### src/include/csu_pkg.sv
// Package for the clocked serial slave channel: register map, fields,
// reset values and the carrier types shared by the design and the bench.
// Assumes a 32-bit APB master on the same clock as the channel.
package csu_pkg;

  // ------------------------------------------------------------------
  // Register byte offsets
  // ------------------------------------------------------------------
  localparam int unsigned ADDR_W = 8;
  localparam logic [7:0] MODE_OFS   = 8'h00; // channel_mode_reg
  localparam logic [7:0] COMM_OFS   = 8'h04; // comm_setting_reg
  localparam logic [7:0] DATA_OFS   = 8'h08; // channel_data_reg
  localparam logic [7:0] STAT_OFS   = 8'h0C; // channel_status_reg
  localparam logic [7:0] OLVL_OFS   = 8'h10; // output_level_reg
  localparam logic [7:0] OEN_OFS    = 8'h14; // output_enable_reg
  localparam logic [7:0] START_OFS  = 8'h18; // channel start
  localparam logic [7:0] STOP_OFS   = 8'h1C; // channel_stop_reg
  localparam logic [7:0] ERRCLR_OFS = 8'h20; // overrun clear
  localparam logic [7:0] PCLK_OFS   = 8'h24; // peripheral_clock_enable
  localparam logic [7:0] PRESC_OFS  = 8'h28; // prescaler_select_reg

  // ------------------------------------------------------------------
  // Field positions
  // ------------------------------------------------------------------
  localparam int unsigned MODE_IRQSRC = 0;
  localparam int unsigned MODE_CKSEL  = 1;
  localparam int unsigned COMM_RXMODE = 0;
  localparam int unsigned COMM_LSB    = 1;
  localparam int unsigned COMM_LEN8   = 2;
  localparam int unsigned COMM_CKP    = 3;
  localparam int unsigned COMM_DAP    = 4;
  localparam int unsigned STAT_OVR    = 0;
  localparam int unsigned STAT_BFF    = 5;
  localparam int unsigned STAT_TSF    = 6;
  localparam int unsigned STAT_RUN    = 7;
  localparam int unsigned CH_BIT      = 0;
  localparam int unsigned PRE_W       = 8;

  // ------------------------------------------------------------------
  // Carrier types
  // ------------------------------------------------------------------
  typedef struct packed {
    logic              psel;
    logic              penable;
    logic              pwrite;
    logic [ADDR_W-1:0] paddr;
    logic [31:0]       pwdata;
  } csu_apb_req_type;

  typedef struct packed {
    logic        pready;
    logic [31:0] prdata;
    logic        pslverr;
  } csu_apb_rsp_type;

  typedef struct packed {
    logic             per_en;
    logic [3:0]       div_a;
    logic [3:0]       div_b;
    logic             cks;
    logic             md;
    logic             rx_mode;
    logic             dap;
    logic             ckp;
    logic             lsb;
    logic             len8;
    logic [7:0]       tx_word;
    logic [7:0]       rx_word;
    logic             bff;
    logic             ovf;
    logic             run;
    logic             busy;
    logic [3:0]       cnt;
    logic [7:0]       sh;
    logic [15:0]      oe_reg;
    logic             so_lvl;
    logic [1:0]       sck_sy;
    logic [1:0]       si_sy;
    logic             sck_s;
    logic [PRE_W-1:0] pre;
    csu_apb_rsp_type  rsp;
    logic             so;
    logic             so_oe;
    logic             irq;
  } csu_state_type;

  localparam csu_state_type CSU_STATE_RST = '{
    per_en: 1'h1, len8: 1'h1, sck_sy: 2'h3, sck_s: 1'h1, default: '0};

endpackage

### src/csu_slave.sv
// Clocked serial channel working as slave transmitter or slave receiver,
// with its registers behind an APB slave port.
// Assumes an external master drives the serial clock at most operation clock tick/6.
//
// Behaviour
// - Transmit shifts out only on externally supplied serial clock edges.
// - Receive shifts data in; output level and enable are unused then.
// - Transmit interrupt is either transfer end or buffer empty.
// - Overrun is the only error, shown in its own status flag.
// - Word length is 7 or 8 bits.
// - Serial clock sampled by operation clock; master stays below fmck/6.
// - Data phase 0 drives first bit at clocking start, 1 half earlier.
// - Data phase moves receive sampling the same way.
// - Clock polarity 0 uses the serial clock as is, 1 inverts it.
// - Direction bit selects MSB first or LSB first.
// - Clock select picks prescaled clock a (0) or b (1).
// - Interrupt source bit: 0 transfer end, 1 buffer empty.
// - Low 8 data register bits are the serial data port.
// - Writing while buffer full replaces the buffered word.
// - Interrupt source may change during operation, before the last bit.
// - Writing 1 to the channel start bit starts only this channel.
// - Writing 1 to the stop bit clears the running status.
// - Output enable 0 stops driving the data output pin.
// - Removing the unit clock supply resets the whole unit except the bus answer.
// - Start bit sets running status to 1.
`timescale 1ns/10ps
module csu_slave (
  input  wire logic                     pclk,
  input  wire logic                     presetn,
  input  wire csu_pkg::csu_apb_req_type apb_req,
  output      csu_pkg::csu_apb_rsp_type apb_rsp,
  input  wire logic                     slave_clock_pin,
  input  wire logic                     slave_data_in_pin,
  output      logic                     slave_data_out_pin,
  output      logic                     slave_data_out_oe,
  output      logic                     channel_irq
);
  import csu_pkg::*;

  // ------------------------------------------------------------------
  // Helpers
  // ------------------------------------------------------------------
  function automatic logic tx_bit(logic [7:0] v, logic lsb, logic len8);
    return lsb ? v[0] : (len8 ? v[7] : v[6]);
  endfunction

  function automatic logic [7:0] tx_shift(logic [7:0] v, logic lsb);
    return lsb ? {1'h0, v[7:1]} : {v[6:0], 1'h0};
  endfunction

  csu_state_type    s_q;
  csu_state_type    s_d;
  logic             done;
  logic             wr;
  logic             rd;
  logic [PRE_W-1:0] mask_a;
  logic [PRE_W-1:0] mask_b;
  logic             tick;
  logic             eff_old;
  logic             eff_new;
  logic             rise;
  logic             fall;
  logic             samp;
  logic             shft;
  logic [3:0]       len;
  logic [7:0]       sh_in;
  logic             word_end;
  logic             tx_load;
  logic [31:0]      rdata;
  logic             hit;

  // ------------------------------------------------------------------
  // Bus decode and edge detection
  // ------------------------------------------------------------------
  assign done = apb_req.psel & apb_req.penable & s_q.rsp.pready;
  assign wr   = done & apb_req.pwrite;
  assign rd   = done & ~apb_req.pwrite;
  assign mask_a = ~({PRE_W{1'h1}} << s_q.div_a);
  assign mask_b = ~({PRE_W{1'h1}} << s_q.div_b);
  // Operation clock is a tick from one of the two prescaler taps
  assign tick = s_q.cks ? ((s_q.pre & mask_b) == mask_b)
                        : ((s_q.pre & mask_a) == mask_a);
  // Edges are only seen at operation clock ticks, hence the fmck/6 limit
  assign eff_old = s_q.sck_s ^ s_q.ckp;
  assign eff_new = s_q.sck_sy[1] ^ s_q.ckp;
  assign rise = s_q.run & tick & ~eff_old & eff_new;
  assign fall = s_q.run & tick & eff_old & ~eff_new;
  assign samp = s_q.dap ? fall : rise;
  assign shft = s_q.dap ? rise : fall;
  assign len  = s_q.len8 ? 4'h8 : 4'h7;
  assign sh_in = s_q.lsb ? {s_q.si_sy[1], s_q.sh[7:1]}
                         : {s_q.sh[6:0], s_q.si_sy[1]};
  assign word_end = samp & (s_q.busy | s_q.rx_mode)
                  & ((s_q.cnt + 4'h1) == len);
  // With data phase 1 the first bit goes out before any clock edge
  assign tx_load = s_q.run & ~s_q.rx_mode & ~s_q.busy
                 & (s_q.dap ? s_q.bff : fall);

  // ------------------------------------------------------------------
  // Read multiplexer
  // ------------------------------------------------------------------
  always_comb begin
    rdata = 32'h0000_0000;
    hit   = 1'h1;
    unique case (apb_req.paddr)
      MODE_OFS: begin
        rdata[MODE_IRQSRC] = s_q.md;
        rdata[MODE_CKSEL]  = s_q.cks;
      end
      COMM_OFS: begin
        rdata[COMM_RXMODE] = s_q.rx_mode;
        rdata[COMM_LSB]    = s_q.lsb;
        rdata[COMM_LEN8]   = s_q.len8;
        rdata[COMM_CKP]    = s_q.ckp;
        rdata[COMM_DAP]    = s_q.dap;
      end
      DATA_OFS:
        rdata[7:0] = s_q.rx_mode ? s_q.rx_word : s_q.tx_word;
      STAT_OFS: begin
        rdata[STAT_OVR] = s_q.ovf;
        rdata[STAT_BFF] = s_q.bff;
        rdata[STAT_TSF] = s_q.busy;
        rdata[STAT_RUN] = s_q.run;
      end
      OLVL_OFS:   rdata[0]    = s_q.so_lvl;
      OEN_OFS:    rdata[15:0] = s_q.oe_reg;
      START_OFS:  rdata       = 32'h0000_0000;
      STOP_OFS:   rdata       = 32'h0000_0000;
      ERRCLR_OFS: rdata       = 32'h0000_0000;
      PCLK_OFS:   rdata[0]    = s_q.per_en;
      PRESC_OFS:  rdata[7:0]  = {s_q.div_b, s_q.div_a};
      default:    hit         = 1'h0;
    endcase
  end

  // ------------------------------------------------------------------
  // Next state
  // ------------------------------------------------------------------
  always_comb begin
    s_d = s_q;
    s_d.irq = 1'h0;
    s_d.sck_sy = {s_q.sck_sy[0], slave_clock_pin};
    s_d.si_sy  = {s_q.si_sy[0], slave_data_in_pin};
    s_d.pre = s_q.pre + {{(PRE_W-1){1'h0}}, 1'h1};
    if (tick) begin
      s_d.sck_s = s_q.sck_sy[1];
    end
    // Bus answer: one wait state, read data ready with pready
    s_d.rsp.pready  = apb_req.psel & apb_req.penable & ~s_q.rsp.pready;
    s_d.rsp.prdata  = (apb_req.pwrite | ~hit) ? 32'h0000_0000 : rdata;
    s_d.rsp.pslverr = s_d.rsp.pready & ~hit;
    // Shift engine
    if (tx_load) begin
      s_d.sh   = s_q.bff ? s_q.tx_word : s_q.sh;
      s_d.busy = 1'h1;
      s_d.cnt  = 4'h0;
      s_d.bff  = 1'h0;
      s_d.irq  = s_q.md & s_q.bff;
    end else if (shft & s_q.busy & ~s_q.rx_mode) begin
      s_d.sh = tx_shift(s_q.sh, s_q.lsb);
    end
    if (samp & (s_q.busy | s_q.rx_mode)) begin
      s_d.cnt  = s_q.cnt + 4'h1;
      s_d.busy = 1'h1;
      if (s_q.rx_mode) begin
        s_d.sh = sh_in;
      end
      if (word_end) begin
        s_d.busy = 1'h0;
        s_d.cnt  = 4'h0;
        // Source bit read live, so a late change still steers this word
        s_d.irq  = s_q.rx_mode | ~s_q.md;
      end
    end
    // Register writes and read side effects
    if (wr) begin
      unique case (apb_req.paddr)
        MODE_OFS: begin
          s_d.md  = apb_req.pwdata[MODE_IRQSRC];
          s_d.cks = apb_req.pwdata[MODE_CKSEL];
        end
        COMM_OFS: begin
          s_d.rx_mode = apb_req.pwdata[COMM_RXMODE];
          s_d.lsb     = apb_req.pwdata[COMM_LSB];
          s_d.len8    = apb_req.pwdata[COMM_LEN8];
          s_d.ckp     = apb_req.pwdata[COMM_CKP];
          s_d.dap     = apb_req.pwdata[COMM_DAP];
        end
        DATA_OFS:
          if (!s_q.rx_mode) begin
            s_d.tx_word = apb_req.pwdata[7:0];
            s_d.bff     = 1'h1;
          end
        OLVL_OFS: s_d.so_lvl = apb_req.pwdata[0];
        OEN_OFS:  s_d.oe_reg = apb_req.pwdata[15:0];
        START_OFS:
          if (apb_req.pwdata[CH_BIT]) begin
            s_d.run = 1'h1;
          end
        STOP_OFS:
          if (apb_req.pwdata[CH_BIT]) begin
            s_d.run  = 1'h0;
            s_d.busy = 1'h0;
            s_d.cnt  = 4'h0;
          end
        ERRCLR_OFS:
          if (apb_req.pwdata[STAT_OVR]) begin
            s_d.ovf = 1'h0;
          end
        PCLK_OFS:  s_d.per_en = apb_req.pwdata[0];
        PRESC_OFS: {s_d.div_b, s_d.div_a} = apb_req.pwdata[7:0];
        default: ;
      endcase
    end
    if (rd && apb_req.paddr == DATA_OFS && s_q.rx_mode) begin
      s_d.bff = 1'h0;
    end
    // Capture after the clears, so a completing word is never lost
    if (word_end & s_q.rx_mode) begin
      s_d.rx_word = s_q.len8 ? sh_in
                  : (s_q.lsb ? {1'h0, sh_in[7:1]} : {1'h0, sh_in[6:0]});
      s_d.bff     = 1'h1;
      if (s_q.bff) begin
        s_d.ovf = 1'h1;
      end
    end
    // Pin drive, from the next shifter so bit and flop line up
    s_d.so = (s_d.busy & ~s_q.rx_mode) ? tx_bit(s_d.sh, s_q.lsb, s_q.len8)
                                       : s_q.so_lvl;
    s_d.so_oe = s_q.oe_reg[CH_BIT] & ~s_q.rx_mode;
    // Unit without clock supply: everything back to reset but the bus
    if (!s_q.per_en) begin
      s_d        = CSU_STATE_RST;
      s_d.per_en = wr && apb_req.paddr == PCLK_OFS ? apb_req.pwdata[0]
                                                   : 1'h0;
      s_d.rsp    = '{pready: apb_req.psel & apb_req.penable
                             & ~s_q.rsp.pready,
                     prdata: (apb_req.pwrite | ~hit) ? 32'h0000_0000
                                                     : rdata,
                     pslverr: apb_req.psel & apb_req.penable
                              & ~s_q.rsp.pready & ~hit};
    end
  end

  // ------------------------------------------------------------------
  // State register
  // ------------------------------------------------------------------
  always_ff @(posedge pclk or negedge presetn) begin
    if (!presetn) begin
      s_q <= CSU_STATE_RST;
    end else begin
      s_q <= s_d;
    end
  end

  assign apb_rsp            = s_q.rsp;
  assign slave_data_out_pin = s_q.so;
  assign slave_data_out_oe  = s_q.so_oe;
  assign channel_irq        = s_q.irq;
endmodule

### config.mk
export PLATFORM = sky130hd
export DESIGN_NAME = csu_slave
export DESIGN_NICKNAME = d
export VERILOG_FILES = /design/src/include/csu_pkg.sv /design/src/csu_slave.sv
export SDC_FILE = /design/constraint.sdc
export NUM_CORES = 1
export LEC_CHECK = 0
export ABC_AREA = 0
export BUFFER_PORTS_ARGS = -buffer_cell sky130_fd_sc_hd__buf_2
export CAP_MARGIN = 20
export CORE_ASPECT_RATIO = 1.4
export CORE_MARGIN = 8
export CORE_UTILIZATION = 30
export DETAILED_ROUTE_END_ITERATION = 6
export GPL_TIMING_DRIVEN = 0
export PLACE_DENSITY_LB_ADDON = 0.2
export SETUP_SLACK_MARGIN = 0.1
export SLEW_MARGIN = 20
export SYNTH_ARGS = -nofsm -noshare
export SYNTH_HDL_FRONTEND = slang
export SYNTH_SLANG_ARGS = --single-unit
### constraint.sdc
create_clock -name pclk -period 3.45 [get_ports pclk]
set_input_delay 0.69 -clock pclk [delete_from_list [all_inputs] [get_ports pclk]]
set_output_delay 0.69 -clock pclk [all_outputs]
set_load 0.03 [all_outputs]
==> impl_metrics.prom, run 1 <==
# TYPE chip_impl_metric gauge
chip_impl_metric{name="min_period",unit="ns"} 3.09
chip_impl_metric{name="synth.area.mux_share",unit="%"} 5.36
chip_impl_metric{name="slew_viol_final",unit=""} 0
chip_impl_metric{name="yosys.area_share.simple",unit="%"} 23.2
chip_impl_info{name="grt_setup_unrepaired",value="no"} 1
chip_impl_metric{name="ctsHtreeMaxLevel",unit=""} 3
chip_impl_metric{name="grt_first_pass_wirelength",unit="mm"} 26.2
chip_impl_metric{name="peakVddDrop",unit="mV"} 0.186
chip_impl_metric{name="die_height",unit="um"} 176
chip_impl_metric{name="synth.ff_latch_count",unit=""} 99
chip_impl_metric{name="grt_antenna_before_repair",unit=""} 0
chip_impl_metric{name="post_route_cells_drive_above_1_share",unit="%"} 16.2
chip_impl_metric{name="worst_setup_hold_path_clk_slew",unit="ns"} 0.08
chip_impl_metric{name="setup_tns",unit="ns"} 0
chip_impl_metric{name="syn_to_final_growth",unit="%"} 17.2
chip_impl_info{name="timing.critical_path.from_type",value="register"} 1
chip_impl_metric{name="cts_made_buffers",unit=""} 9
chip_impl_metric{name="drt_wl_total",unit="mm"} 16.4
chip_impl_metric{name="grt_max_degree",unit=""} 79
chip_impl_metric{name="setup_viol_count_final",unit=""} 0
chip_impl_metric{name="drv_cap",unit=""} 0
chip_impl_metric{name="arrival",unit="ns"} 3.34
chip_impl_metric{name="drt_pass1_iterations",unit=""} 5
chip_impl_metric{name="static-leakage-power",unit="nW"} 2.84
chip_impl_metric{name="num_antenna_cells",unit=""} 0
chip_impl_info{name="setup.worst_path.end_class",value="register"} 1
chip_impl_metric{name="synth-adder-area-share",unit="%"} 0.456
chip_impl_metric{name="die_x",unit="um"} 130
chip_impl_info{name="criticalPathCategory",value="register to register"} 1
chip_impl_metric{name="routed_wire_length_per_instance",unit="um"} 17.7
chip_impl_metric{name="worst_pin_slew",unit="ns"} 1.05
chip_impl_metric{name="synth.cell_area",unit="mm^2"} 0.00549
chip_impl_metric{name="postCtsSetupRepairBufs",unit=""} 0
chip_impl_metric{name="share_of_the_clock_period_used_by_the_worst_path_after_layout",unit="%"} 89.6
chip_impl_metric{name="drc",unit=""} 0
chip_impl_metric{name="io_pins",unit=""} 84
chip_impl_metric{name="yosys.area_share.xor_xnor",unit="%"} 1.60
chip_impl_metric{name="number_of_enable_type_register_cells_in_the_synthesized_netlist",unit=""} 0
chip_impl_metric{name="cts.path.max_buffers",unit=""} 2
chip_impl_metric{name="mean_cell_area_of_the_mapped_netlist",unit="um^2"} 8.98
chip_impl_metric{name="worst-endpoint-required",unit="ns"} 3.70
chip_impl_info{name="leading_register_cell_type_out_of_synthesis",value="sky130_fd_sc_hd__dfrtp_1"} 1
chip_impl_metric{name="clk_latency",unit="ns"} 0.35
chip_impl_info{name="synth_top_family_by_area",value="simple AND/OR/NAND/NOR gates"} 1
chip_impl_metric{name="tightest_slew_margin_relative_to_the_limit",unit="%"} 29.5
chip_impl_info{name="cp_slowest_cell",value="sky130_fd_sc_hd__nor4_1"} 1
chip_impl_metric{name="dr.first_iter.drc_count",unit=""} 296
chip_impl_info{name="crit_chain",value="clkbuf_1 > inv_2 > nand2_1 > nor4_1 > a21o_1 > and2_1 > buf_2 > mux2_1 > o211a_1"} 1
chip_impl_metric{name="synth-warning-count",unit=""} 0
chip_impl_metric{name="async_flop_share",unit="%"} 100
chip_impl_metric{name="power.density",unit="mW/mm^2"} 363
chip_impl_info{name="status",value="complete, no violations"} 1
chip_impl_metric{name="final_util",unit="%"} 35.9
chip_impl_metric{name="post_synth_num_cell_types",unit=""} 59
chip_impl_metric{name="fmax",unit="GHz"} 0.323
chip_impl_metric{name="start_util",unit="%"} 30.6
chip_impl_metric{name="grt_util_all_layers",unit="%"} 14.9
chip_impl_metric{name="clock-sinks",unit=""} 99
chip_impl_metric{name="cp_slowest_stage_delay",unit="ns"} 0.86
chip_impl_metric{name="vias_in_the_first_global_route",unit=""} 4754
chip_impl_metric{name="via_per_inst",unit=""} 4.98
chip_impl_metric{name="finish.net_count",unit=""} 735
chip_impl_metric{name="port-buffer-count",unit=""} 48
chip_impl_info{name="cts_tree",value="built"} 1
chip_impl_metric{name="timing.critical_path.fanout_max",unit=""} 8
chip_impl_metric{name="num-fill-cells",unit=""} 1919
chip_impl_metric{name="synthCells",unit=""} 611
chip_impl_metric{name="place.detailed.hpwl",unit="mm"} 12.5
chip_impl_metric{name="row_count",unit=""} 58
chip_impl_metric{name="synth_seq_area_share",unit="%"} 45.3
chip_impl_metric{name="via_count_of_the_routed_design",unit=""} 4636
chip_impl_info{name="hold_path.class",value="input port to async pin"} 1
chip_impl_metric{name="ant_nets",unit=""} 0
chip_impl_metric{name="final_weighted_congestion_of_routability_driven_global_placement",unit=""} 0.900
chip_impl_metric{name="timing_hold_violations_final",unit=""} 0
chip_impl_metric{name="holdBufCountCts",unit=""} 0
chip_impl_metric{name="die_area",unit="mm^2"} 0.0229
chip_impl_metric{name="grt.overflow.total",unit=""} 0
chip_impl_metric{name="clock_skew",unit="ns"} 0.00882
chip_impl_metric{name="synth_compound_gate_area_share",unit="%"} 16.7
chip_impl_metric{name="post_cts_resize_count",unit=""} 0
chip_impl_info{name="cts.root.buffer_cell",value="sky130_fd_sc_hd__clkbuf_16"} 1
chip_impl_metric{name="hold-worst-slack",unit="ns"} 0.179
chip_impl_metric{name="placeable_area",unit="mm^2"} 0.0179
-- placed cells by master, fill, tap and decap left out, types with 5 or more instances in the layout --
| cell type | n |
|---|---|
| sky130_fd_sc_hd__dfstp_2 | 5 |
| sky130_fd_sc_hd__clkbuf_16 | 9 |
| sky130_fd_sc_hd__nand3_1 | 28 |
| sky130_fd_sc_hd__and2_1 | 20 |
| sky130_fd_sc_hd__mux2i_1 | 26 |
| sky130_fd_sc_hd__a22oi_1 | 7 |
| sky130_fd_sc_hd__clkbuf_1 | 29 |
| sky130_fd_sc_hd__inv_1 | 6 |
| sky130_fd_sc_hd__nand2_1 | 98 |
| sky130_fd_sc_hd__conb_1 | 16 |
| sky130_fd_sc_hd__nor4_1 | 5 |
| sky130_fd_sc_hd__dfrtp_1 | 94 |
| sky130_fd_sc_hd__nor3_1 | 16 |
| sky130_fd_sc_hd__buf_4 | 34 |
| sky130_fd_sc_hd__a21boi_0 | 37 |
| sky130_fd_sc_hd__a211o_1 | 5 |
| sky130_fd_sc_hd__nor2_1 | 42 |
| sky130_fd_sc_hd__nor2b_1 | 17 |
| sky130_fd_sc_hd__xnor2_1 | 6 |
| sky130_fd_sc_hd__a21oi_1 | 22 |
| sky130_fd_sc_hd__and3_1 | 16 |
| sky130_fd_sc_hd__buf_2 | 48 |
| sky130_fd_sc_hd__nand2b_1 | 8 |
| sky130_fd_sc_hd__o21ai_0 | 20 |
-- layout make-up --
type / count / area, um^2 / area share [%]
inverters: 7 / 26.3 / 0.409
clock buffers: 9 / 225 / 3.50
plain buffers: 65 / 373 / 5.80
well taps: 240 / 300 / 4.67
flip-flops and latches: 99 / 2480 / 38.6
clock inverters: 7 / 88.8 / 1.38
multi-input cells: 455 / 2660 / 41.4
repair buffers: 49 / 274 / 4.26
-- worst max-delay path, delay by kind of cell (launching register included) --
family	cells	cell delay [ns]
AO/OA/AOI/OAI	2	0.53
buffers and inverters	3	0.67
flip-flops	1	0.36
multiplexers	1	0.34
AND/OR/NAND/NOR	3	1.10
-- worst paths after layout --
kind | startpoint | endpoint | slack [ns] | cells past startpoint
min in group pclk | s_q[46]$_DFF_PN0_ | s_q[47]$_DFF_PN0_ | 0.47 | 1
max in group asynchronous | presetn | s_q[99]$_DFFE_PN1P_ | 2.59 | 2
worst max register to register | s_q[103]$_DFFE_PN0P_ | s_q[69]$_DFF_PN0_ | 0.36 | 9
worst min register to register | s_q[46]$_DFF_PN0_ | s_q[47]$_DFF_PN0_ | 0.47 | 1
worst max-delay path | s_q[103]$_DFFE_PN0P_ | s_q[69]$_DFF_PN0_ | 0.36 | 9
worst min-delay path | presetn | s_q[46]$_DFF_PN0_ | 0.18 | 1
-- layer usage --
layer	vias to the layer above	part of all wire [%]	global-route usage, %	wire length (um)
li1	2239	-	-	-
met1	2224	40	17.4	6580
met2	138	52	25.9	8490
met3	35	4.6	2.26	764
met4	0	3.7	7.33	604
met5	-	0	0	0
-- registers in the layout (all words and copies together), names as in the netlist --
name                cells
s_q                    78
apb_rsp                18
channel_irq             1
slave_data_out_oe       1
slave_data_out_pin      1
-- cells in the mapped netlist (5+ instances only) --
| master | count | area share (%) |
|---|---|---|
| sky130_fd_sc_hd__a22oi_1 | 7 | 0.96 |
| sky130_fd_sc_hd__xnor2_1 | 6 | 0.96 |
| sky130_fd_sc_hd__a21oi_1 | 22 | 2.0 |
| sky130_fd_sc_hd__nor3_1 | 16 | 1.5 |
| sky130_fd_sc_hd__nor2b_1 | 17 | 1.9 |
| sky130_fd_sc_hd__a211o_1 | 5 | 0.80 |
| sky130_fd_sc_hd__nand2_1 | 98 | 6.7 |
| sky130_fd_sc_hd__nand3_1 | 28 | 2.6 |
| sky130_fd_sc_hd__o21ai_0 | 20 | 1.8 |
| sky130_fd_sc_hd__nand2b_1 | 8 | 0.91 |
| sky130_fd_sc_hd__nor4_1 | 5 | 0.57 |
| sky130_fd_sc_hd__dfstp_2 | 5 | 2.4 |
| sky130_fd_sc_hd__and3_1 | 16 | 1.8 |
| sky130_fd_sc_hd__nor2_1 | 42 | 2.9 |
| sky130_fd_sc_hd__dfrtp_1 | 94 | 43 |
| sky130_fd_sc_hd__and2_1 | 20 | 2.3 |
| sky130_fd_sc_hd__inv_1 | 6 | 0.41 |
| sky130_fd_sc_hd__mux2i_1 | 26 | 4.7 |
| sky130_fd_sc_hd__buf_4 | 34 | 4.7 |
| sky130_fd_sc_hd__clkbuf_1 | 29 | 2.0 |
| sky130_fd_sc_hd__a21boi_0 | 37 | 5.1 |
-- kinds of logic (layout without fill, tap and decap cells) --
kind of cell / count (synthesis) / in the layout
and+or+nand+nor: 266 / 266
AOI/OAI and AO/OA: 132 / 132
DFF: 99 / 99
buffers and inverters: 72 / 137
muxes: 29 / 29
xor gates and xnor gates: 10 / 10
adders and majority gates: 2 / 2
other: 1 / 16
-- per-stage QoR --
stage          cells  worst slack [ns]  total power, mW  area [um^2]
2_1_floorplan    626              1.06             1.24         5540
3_3_place_gp     914             0.461             1.30         6080
3_5_place_dp     915             0.425             1.31         6120
4_1_cts          931             0.420             2.36         6430
5_1_grt          931             0.238             2.42         6430
6_report         931             0.358             2.33         6430
-- power breakdown --
group          leakage, nW  switching [mW]  internal [mW]
Sequential            1.36         0.00125           1.16
Combinational         1.32          0.0843         0.0373
Clock                0.153           0.524          0.524
No activity file was read; power rests on OpenSTA's default activity.
==> inputs of run 2 (changes only) <==
CORE_UTILIZATION = 57   (was 30)
==> impl_metrics.prom, run 2 (synthesis results as in run 1) <==
# TYPE chip_impl_metric gauge
chip_impl_metric{name="port-buffer-count",unit=""} 48
chip_impl_metric{name="fmax",unit="GHz"} 0.339
chip_impl_metric{name="timing_hold_violations_final",unit=""} 0
chip_impl_info{name="grt_setup_unrepaired",value="no"} 1
chip_impl_metric{name="power_report.internal_total",unit="mW"} 1.77
chip_impl_metric{name="postCtsSetupRepairBufs",unit=""} 0
chip_impl_info{name="crit_chain",value="nand3_1 > a2111o_1 > o22ai_1 > a21o_1 > and2_1 > buf_2 > mux2_1 > o211a_1"} 1
chip_impl_metric{name="die_x",unit="um"} 98.9
chip_impl_metric{name="row_count",unit=""} 42
chip_impl_metric{name="seq_power_share",unit="%"} 50.4
chip_impl_info{name="criticalPathCategory",value="register to register"} 1
chip_impl_metric{name="switchingPower",unit="mW"} 0.537
chip_impl_metric{name="holdBufCountCts",unit=""} 0
chip_impl_metric{name="share_of_the_clock_period_used_by_the_worst_path_after_layout",unit="%"} 85.4
chip_impl_metric{name="switching_share",unit="%"} 23.3
chip_impl_info{name="final_common_cell",value="sky130_fd_sc_hd__nand2_1"} 1
chip_impl_metric{name="final_weighted_congestion_of_routability_driven_global_placement",unit=""} 0.910
chip_impl_metric{name="placeable_area",unit="mm^2"} 0.00941
chip_impl_metric{name="num_antenna_cells",unit=""} 0
chip_impl_metric{name="final_util",unit="%"} 66.5
chip_impl_metric{name="multi_input_area",unit="mm^2"} 0.00266
chip_impl_metric{name="routed_wire_length_per_instance",unit="um"} 18.6
chip_impl_info{name="most-common-layout-cells",value="sky130_fd_sc_hd__nand2_1, sky130_fd_sc_hd__dfrtp_1, sky130_fd_sc_hd__buf_2"} 1
chip_impl_metric{name="grt.overflow.total",unit=""} 0
chip_impl_metric{name="place.detailed.hpwl",unit="mm"} 11.2
chip_impl_metric{name="dr.first_iter.drc_count",unit=""} 426
chip_impl_metric{name="post_route_cells_drive_above_1_share",unit="%"} 16.1
chip_impl_metric{name="grt_max_degree",unit=""} 55
chip_impl_metric{name="clkPwrFrac",unit="%"} 44.4
chip_impl_metric{name="drt_wl_total",unit="mm"} 14.9
chip_impl_metric{name="setup_tns",unit="ns"} 0
chip_impl_metric{name="finish.net_count",unit=""} 735
chip_impl_metric{name="drc",unit=""} 0
chip_impl_metric{name="cts_made_buffers",unit=""} 9
chip_impl_info{name="timing.critical_path.from_type",value="register"} 1
chip_impl_metric{name="drt_pass1_iterations",unit=""} 5
chip_impl_metric{name="dpl.cell_count",unit=""} 785
chip_impl_metric{name="number_of_flip_flops_in_the_largest_register",unit=""} 78
chip_impl_metric{name="vias_in_the_first_global_route",unit=""} 4863
chip_impl_info{name="status",value="complete, no violations"} 1
chip_impl_metric{name="sequential_cell_area",unit="mm^2"} 0.00248
chip_impl_metric{name="via_per_inst",unit=""} 5.95
chip_impl_metric{name="post_cts_resize_count",unit=""} 0
chip_impl_metric{name="hold-worst-slack",unit="ns"} 0.270
chip_impl_info{name="cp_slowest_cell",value="sky130_fd_sc_hd__o22ai_1"} 1
chip_impl_metric{name="die_area",unit="mm^2"} 0.0131
chip_impl_metric{name="static-leakage-power",unit="nW"} 2.83
chip_impl_metric{name="worst_pin_slew",unit="ns"} 1.15
chip_impl_metric{name="clock-sinks",unit=""} 99
chip_impl_metric{name="clock_skew",unit="ns"} 0.0103
chip_impl_metric{name="grt_first_pass_wirelength",unit="mm"} 24.6
chip_impl_metric{name="ant_nets",unit=""} 0
chip_impl_metric{name="worst-endpoint-required",unit="ns"} 3.68
chip_impl_metric{name="timing.critical_path.fanout_max",unit=""} 7
chip_impl_metric{name="peakVddDrop",unit="mV"} 0.362
chip_impl_metric{name="min_period",unit="ns"} 2.95
chip_impl_metric{name="clk_latency",unit="ns"} 0.34
chip_impl_metric{name="layoutNonFillerInstCount",unit=""} 801
chip_impl_metric{name="power.density",unit="mW/mm^2"} 369
chip_impl_metric{name="combinationalPowerShare",unit="%"} 5.2
chip_impl_info{name="cts_tree",value="built"} 1
chip_impl_metric{name="grt_util_all_layers",unit="%"} 23.6
chip_impl_metric{name="die_height",unit="um"} 132
chip_impl_info{name="registers.top_by_ff_count",value="s_q"} 1
chip_impl_info{name="hold_path.class",value="input port to async pin"} 1
chip_impl_metric{name="io_pins",unit=""} 84
chip_impl_metric{name="setup_viol_count_final",unit=""} 0
chip_impl_metric{name="slew_viol_final",unit=""} 0
chip_impl_metric{name="drv_cap",unit=""} 0
chip_impl_metric{name="syn_to_final_growth",unit="%"} 14.0
chip_impl_info{name="cts.root.buffer_cell",value="sky130_fd_sc_hd__clkbuf_16"} 1
chip_impl_metric{name="p_total",unit="mW"} 2.31
chip_impl_metric{name="ctsHtreeMaxLevel",unit=""} 3
chip_impl_metric{name="cp_slowest_stage_delay",unit="ns"} 0.51
chip_impl_metric{name="via_count_of_the_routed_design",unit=""} 4765
chip_impl_metric{name="worst_setup_hold_path_clk_slew",unit="ns"} 0.07
chip_impl_info{name="setup.worst_path.end_class",value="register"} 1
chip_impl_metric{name="start_util",unit="%"} 58.3
chip_impl_metric{name="num-fill-cells",unit=""} 781
chip_impl_metric{name="cts.path.max_buffers",unit=""} 2
chip_impl_metric{name="grt_antenna_before_repair",unit=""} 0
chip_impl_metric{name="tightest_slew_margin_relative_to_the_limit",unit="%"} 22.7
chip_impl_metric{name="arrival",unit="ns"} 3.17
run 2: cell count changes in the layout (fill, tap and decap cells not counted), sizes merged:
| cell | previous run | this run |
|---|---|---|
| inv | 11 | 9 |
| bufinv | 0 | 1 |
| clkbuf | 38 | 39 |
run 2: power by group through the flow:
stage                     Combinational (mW)  Sequential (mW)  Clock [mW]
after floorplan                       0.0597             1.19           0
after global placement                 0.114             1.19           0
after detailed placement               0.119             1.19           0
after CTS                              0.120             1.16        1.04
after global routing                   0.131             1.16        1.09
final                                  0.121             1.16        1.02
run 2: worst paths after layout:
path	from	cells after the start	end	slack [ns]
max in group asynchronous	presetn	2	s_q[99]$_DFFE_PN1P_	2.53
min reg2reg	s_q[48]$_DFF_PN1_	1	s_q[49]$_DFF_PN1_	0.48
min in group pclk	s_q[48]$_DFF_PN1_	1	s_q[49]$_DFF_PN1_	0.48
max reg2reg	s_q[41]$_DFF_PN0_	8	s_q[69]$_DFF_PN0_	0.50
max	s_q[41]$_DFF_PN0_	8	s_q[69]$_DFF_PN0_	0.50
min	presetn	1	s_q[37]$_DFF_PN0_	0.27
run 2: per-stage QoR:
step                instance area (um^2)  setup WS, ns
CTS                                 6260         0.564
detailed placement                  5950         0.542
global route                        6260         0.251
global placement                    5920         0.563
floorplan                           5540          1.06
finish                              6260         0.503
run 2: critical path: cells and delay by family (launching register included):
kind            cells  cell delay (ns)
compound gates      4             1.52
simple gates        2             0.31
buf+inv             1             0.17
mux                 1             0.34
flops               1             0.48
run 2: layout make-up:
| cell class | count | share of cell area, % |
|---|---|---|
| sequential | 99 | 39.7 |
| multi-input combinational | 455 | 42.5 |
| timing repair buffer | 49 | 4.38 |
| inverter | 7 | 0.420 |
| clock buffer | 10 | 3.66 |
| buffer | 65 | 5.96 |
| clock inverter | 6 | 1.18 |
| tap | 110 | 2.20 |
run 2: routing by layer:
layer  track usage (%)  vias up  part of all wire, %
li1                  -     2243                    -
met1              29.2     2259                   41
met2              37.7      225                   48
met3              4.97       38                  7.0
met4              12.3        0                  4.1
met5                 0        -                    0
==> inputs of run 3 (changes only) <==
ABC_AREA = 1   (was 0)
clock period = 2.95 ns   (was 3.45 ns; I/O delays follow)
==> impl_metrics.prom, run 3 <==
# TYPE chip_impl_metric gauge
chip_impl_metric{name="setup_tns",unit="ns"} 0
chip_impl_metric{name="ctsHtreeMaxLevel",unit=""} 3
chip_impl_metric{name="timing_hold_violations_final",unit=""} 0
chip_impl_metric{name="worst-endpoint-required",unit="ns"} 3.17
chip_impl_metric{name="num_antenna_cells",unit=""} 0
chip_impl_metric{name="grt_first_pass_wirelength",unit="mm"} 24.2
chip_impl_info{name="registers.top_by_ff_count",value="s_q"} 1
chip_impl_metric{name="finish.net_count",unit=""} 811
chip_impl_metric{name="via_count_of_the_routed_design",unit=""} 4943
chip_impl_metric{name="p_total",unit="mW"} 2.99
chip_impl_metric{name="drc",unit=""} 0
chip_impl_metric{name="worst_setup_hold_path_clk_slew",unit="ns"} 0.06
chip_impl_metric{name="static-leakage-power",unit="nW"} 3.12
chip_impl_metric{name="die_area",unit="mm^2"} 0.0128
chip_impl_metric{name="seq_power_share",unit="%"} 49.1
chip_impl_metric{name="switching_share",unit="%"} 25.0
chip_impl_metric{name="die_x",unit="um"} 98.0
chip_impl_info{name="post_synth_most_frequent_cells",value="sky130_fd_sc_hd__nand2_1, sky130_fd_sc_hd__inv_1, sky130_fd_sc_hd__dfrtp_1"} 1
chip_impl_metric{name="number_of_flip_flops_in_the_largest_register",unit=""} 78
chip_impl_info{name="synth_area_leaders",value="sky130_fd_sc_hd__dfrtp_1, sky130_fd_sc_hd__nand2_1, sky130_fd_sc_hd__inv_1"} 1
chip_impl_metric{name="cts.path.max_buffers",unit=""} 2
chip_impl_metric{name="hold-worst-slack",unit="ns"} 0.130
chip_impl_metric{name="combinationalPowerShare",unit="%"} 9.8
chip_impl_metric{name="worst_pin_slew",unit="ns"} 0.722
chip_impl_metric{name="start_util",unit="%"} 57.7
chip_impl_metric{name="via_per_inst",unit=""} 5.64
chip_impl_metric{name="fmax",unit="GHz"} 0.408
chip_impl_metric{name="layoutNonFillerInstCount",unit=""} 877
chip_impl_metric{name="io_pins",unit=""} 84
chip_impl_metric{name="syn_to_final_growth",unit="%"} 14.9
chip_impl_metric{name="synth_largest_type_area_fraction",unit="%"} 43.8
chip_impl_info{name="most-common-layout-cells",value="sky130_fd_sc_hd__nand2_1, sky130_fd_sc_hd__inv_1, sky130_fd_sc_hd__dfrtp_1"} 1
chip_impl_metric{name="drt_pass1_iterations",unit=""} 5
chip_impl_metric{name="clkPwrFrac",unit="%"} 41.1
chip_impl_metric{name="setup_viol_count_final",unit=""} 0
chip_impl_metric{name="grt_antenna_before_repair",unit=""} 0
chip_impl_metric{name="drv_cap",unit=""} 0
chip_impl_info{name="leading_register_cell_type_out_of_synthesis",value="sky130_fd_sc_hd__dfrtp_1"} 1
chip_impl_metric{name="timing.critical_path.fanout_max",unit=""} 10
chip_impl_metric{name="arrival",unit="ns"} 2.67
chip_impl_info{name="netlist.top_cell.by_area",value="sky130_fd_sc_hd__dfrtp_1"} 1
chip_impl_metric{name="dr.first_iter.drc_count",unit=""} 307
chip_impl_metric{name="async_flop_share",unit="%"} 100
chip_impl_metric{name="clock-sinks",unit=""} 99
chip_impl_metric{name="mean_cell_area_of_the_mapped_netlist",unit="um^2"} 7.85
chip_impl_metric{name="grt.overflow.total",unit=""} 0
chip_impl_metric{name="routed_wire_length_per_instance",unit="um"} 17.4
chip_impl_metric{name="cts_made_buffers",unit=""} 9
chip_impl_metric{name="share_of_the_clock_period_used_by_the_worst_path_after_layout",unit="%"} 83.1
chip_impl_metric{name="tightest_slew_margin_relative_to_the_limit",unit="%"} 51.9
chip_impl_metric{name="synth.cell_area",unit="mm^2"} 0.00537
chip_impl_metric{name="drt_wl_total",unit="mm"} 15.3
chip_impl_metric{name="grt_max_degree",unit=""} 65
chip_impl_metric{name="post_route_cells_drive_above_1_share",unit="%"} 17.3
chip_impl_metric{name="worst-r2r-cell-count",unit=""} 15
chip_impl_metric{name="synth_seq_area_share",unit="%"} 46.2
chip_impl_info{name="criticalPathCategory",value="register to register"} 1
chip_impl_metric{name="post_synth_num_cell_types",unit=""} 44
chip_impl_info{name="final_common_cell",value="sky130_fd_sc_hd__nand2_1"} 1
chip_impl_metric{name="vias_in_the_first_global_route",unit=""} 4837
chip_impl_metric{name="power.density",unit="mW/mm^2"} 485
chip_impl_metric{name="slew_viol_final",unit=""} 0
chip_impl_metric{name="final_weighted_congestion_of_routability_driven_global_placement",unit=""} 0.949
chip_impl_metric{name="placeable_area",unit="mm^2"} 0.00930
chip_impl_metric{name="port-buffer-count",unit=""} 51
chip_impl_metric{name="dpl.cell_count",unit=""} 861
chip_impl_metric{name="synth.ff_latch_count",unit=""} 99
chip_impl_metric{name="power_report.internal_total",unit="mW"} 2.24
chip_impl_metric{name="ant_nets",unit=""} 0
chip_impl_metric{name="min_period",unit="ns"} 2.45
chip_impl_metric{name="row_count",unit=""} 42
chip_impl_info{name="cts_tree",value="built"} 1
chip_impl_metric{name="holdBufCountCts",unit=""} 0
chip_impl_info{name="synth.most_common_cell",value="sky130_fd_sc_hd__nand2_1"} 1
chip_impl_info{name="cts.root.buffer_cell",value="sky130_fd_sc_hd__clkbuf_16"} 1
chip_impl_info{name="timing.critical_path.from_type",value="register"} 1
chip_impl_metric{name="grt_util_all_layers",unit="%"} 24.5
chip_impl_metric{name="place.detailed.hpwl",unit="mm"} 11.8
chip_impl_metric{name="num-fill-cells",unit=""} 807
chip_impl_metric{name="number_of_enable_type_register_cells_in_the_synthesized_netlist",unit=""} 0
chip_impl_metric{name="switchingPower",unit="mW"} 0.747
chip_impl_metric{name="synthCells",unit=""} 684
chip_impl_metric{name="clock_skew",unit="ns"} 0.00530
chip_impl_info{name="hold_path.class",value="input port to async pin"} 1
chip_impl_metric{name="die_height",unit="um"} 131
chip_impl_metric{name="peakVddDrop",unit="mV"} 0.271
chip_impl_info{name="setup.worst_path.end_class",value="register"} 1
chip_impl_info{name="grt_setup_unrepaired",value="no"} 1
chip_impl_metric{name="clk_latency",unit="ns"} 0.35
chip_impl_metric{name="synth-warning-count",unit=""} 0
chip_impl_info{name="status",value="complete, no violations"} 1
-- run 3: cell count changes after synthesis, sizes merged, moves of 14 or more --
cell	previous run	this run
o21ai	22	57
a21boi	40	0
nor2	42	76
nor2b	17	0
mux2i	26	0
nand2	98	126
o22ai	2	29
clkbuf	29	15
and2	20	2
and3	16	0
inv	7	102
-- run 3: metal layers --
metal	routed length, um	track usage, %
met1	5710	26.7
met2	7760	42.3
met3	935	4.61
met4	856	18.0
met5	0	0
-- run 3: worst max-delay path: stages (launching register included) --
cell and delay, ns:
sky130_fd_sc_hd__dfrtp_1 0.48, sky130_fd_sc_hd__nand2_2 0.13, sky130_fd_sc_hd__o21ai_1 0.16, sky130_fd_sc_hd__nand2_1 0.07
sky130_fd_sc_hd__nor2_1 0.08, sky130_fd_sc_hd__nand2_1 0.08, sky130_fd_sc_hd__nand2_2 0.10, sky130_fd_sc_hd__nand3_1 0.16
sky130_fd_sc_hd__nand2_1 0.16, sky130_fd_sc_hd__nand3b_4 0.13, sky130_fd_sc_hd__nor2_8 0.18, sky130_fd_sc_hd__inv_4 0.08
sky130_fd_sc_hd__nor2_8 0.19, sky130_fd_sc_hd__nor2_2 0.12, sky130_fd_sc_hd__nand2_1 0.10, sky130_fd_sc_hd__o221ai_2 0.08
-- run 3: power groups by stage --
stage / Clock [mW] / Sequential (mW) / Combinational (mW)
floorplan: 0 / 1.48 / 0.201
global placement: 0 / 1.49 / 0.281
detailed placement: 0 / 1.49 / 0.293
CTS: 1.24 / 1.47 / 0.293
global route: 1.29 / 1.47 / 0.332
finish: 1.23 / 1.47 / 0.293
-- run 3: worst paths after layout --
check                                  startpoint                   to  slack (ns)
worst min register to register  s_q[46]$_DFF_PN0_    s_q[47]$_DFF_PN0_        0.45
worst min-delay path                      presetn    s_q[39]$_DFF_PN0_        0.13
worst max register to register  s_q[41]$_DFF_PN0_  s_q[88]$_DFFE_PN0P_        0.50
max in group asynchronous                 presetn   s_q[114]$_DFF_PN1_        2.15
worst max-delay path            s_q[41]$_DFF_PN0_  s_q[88]$_DFFE_PN0P_        0.50
min in group pclk               slave_data_in_pin    s_q[46]$_DFF_PN0_        0.43
-- run 3: stage by stage --
stage / instance area (um^2) / worst slack (ns) / utilization, %
after floorplan: 5430 / 0.791 / -
after global placement: 5820 / 0.0766 / 62.6
after detailed placement: 5850 / 0.0177 / 62.9
after CTS: 6170 / 0.383 / 66.3
after global routing: 6170 / 0.265 / 66.3
final: 6170 / 0.499 / 66.3
-- run 3: what timing repair did --
| action | in CTS | in global routing |
|---|---|---|
| setup buffers | 0 | 0 |
| resized for setup | 0 | 1 |
| endpoints found under the setup margin | 0 | 3 |
-- run 3: kinds of logic after synthesis --
kind of cell / synth area share (%)
AOI/OAI and AO/OA: 16.1
and+or+nand+nor: 23.1
other: 0.0698
DFF: 46.2
buffers and inverters: 13.3
xor gates and xnor gates: 0.652
adders and majority gates: 0.466
-- run 3: final cells by class --
class | count | area (um^2) | area share (%)
timing repair buffer | 52 | 289 | 4.68
multi-input combinational | 445 | 2230 | 36.1
buffer | 53 | 330 | 5.35
clock inverter | 3 | 45.0 | 0.730
clock buffer | 13 | 270 | 4.38
inverter | 102 | 385 | 6.25
tap | 110 | 138 | 2.23
sequential | 99 | 2480 | 40.3
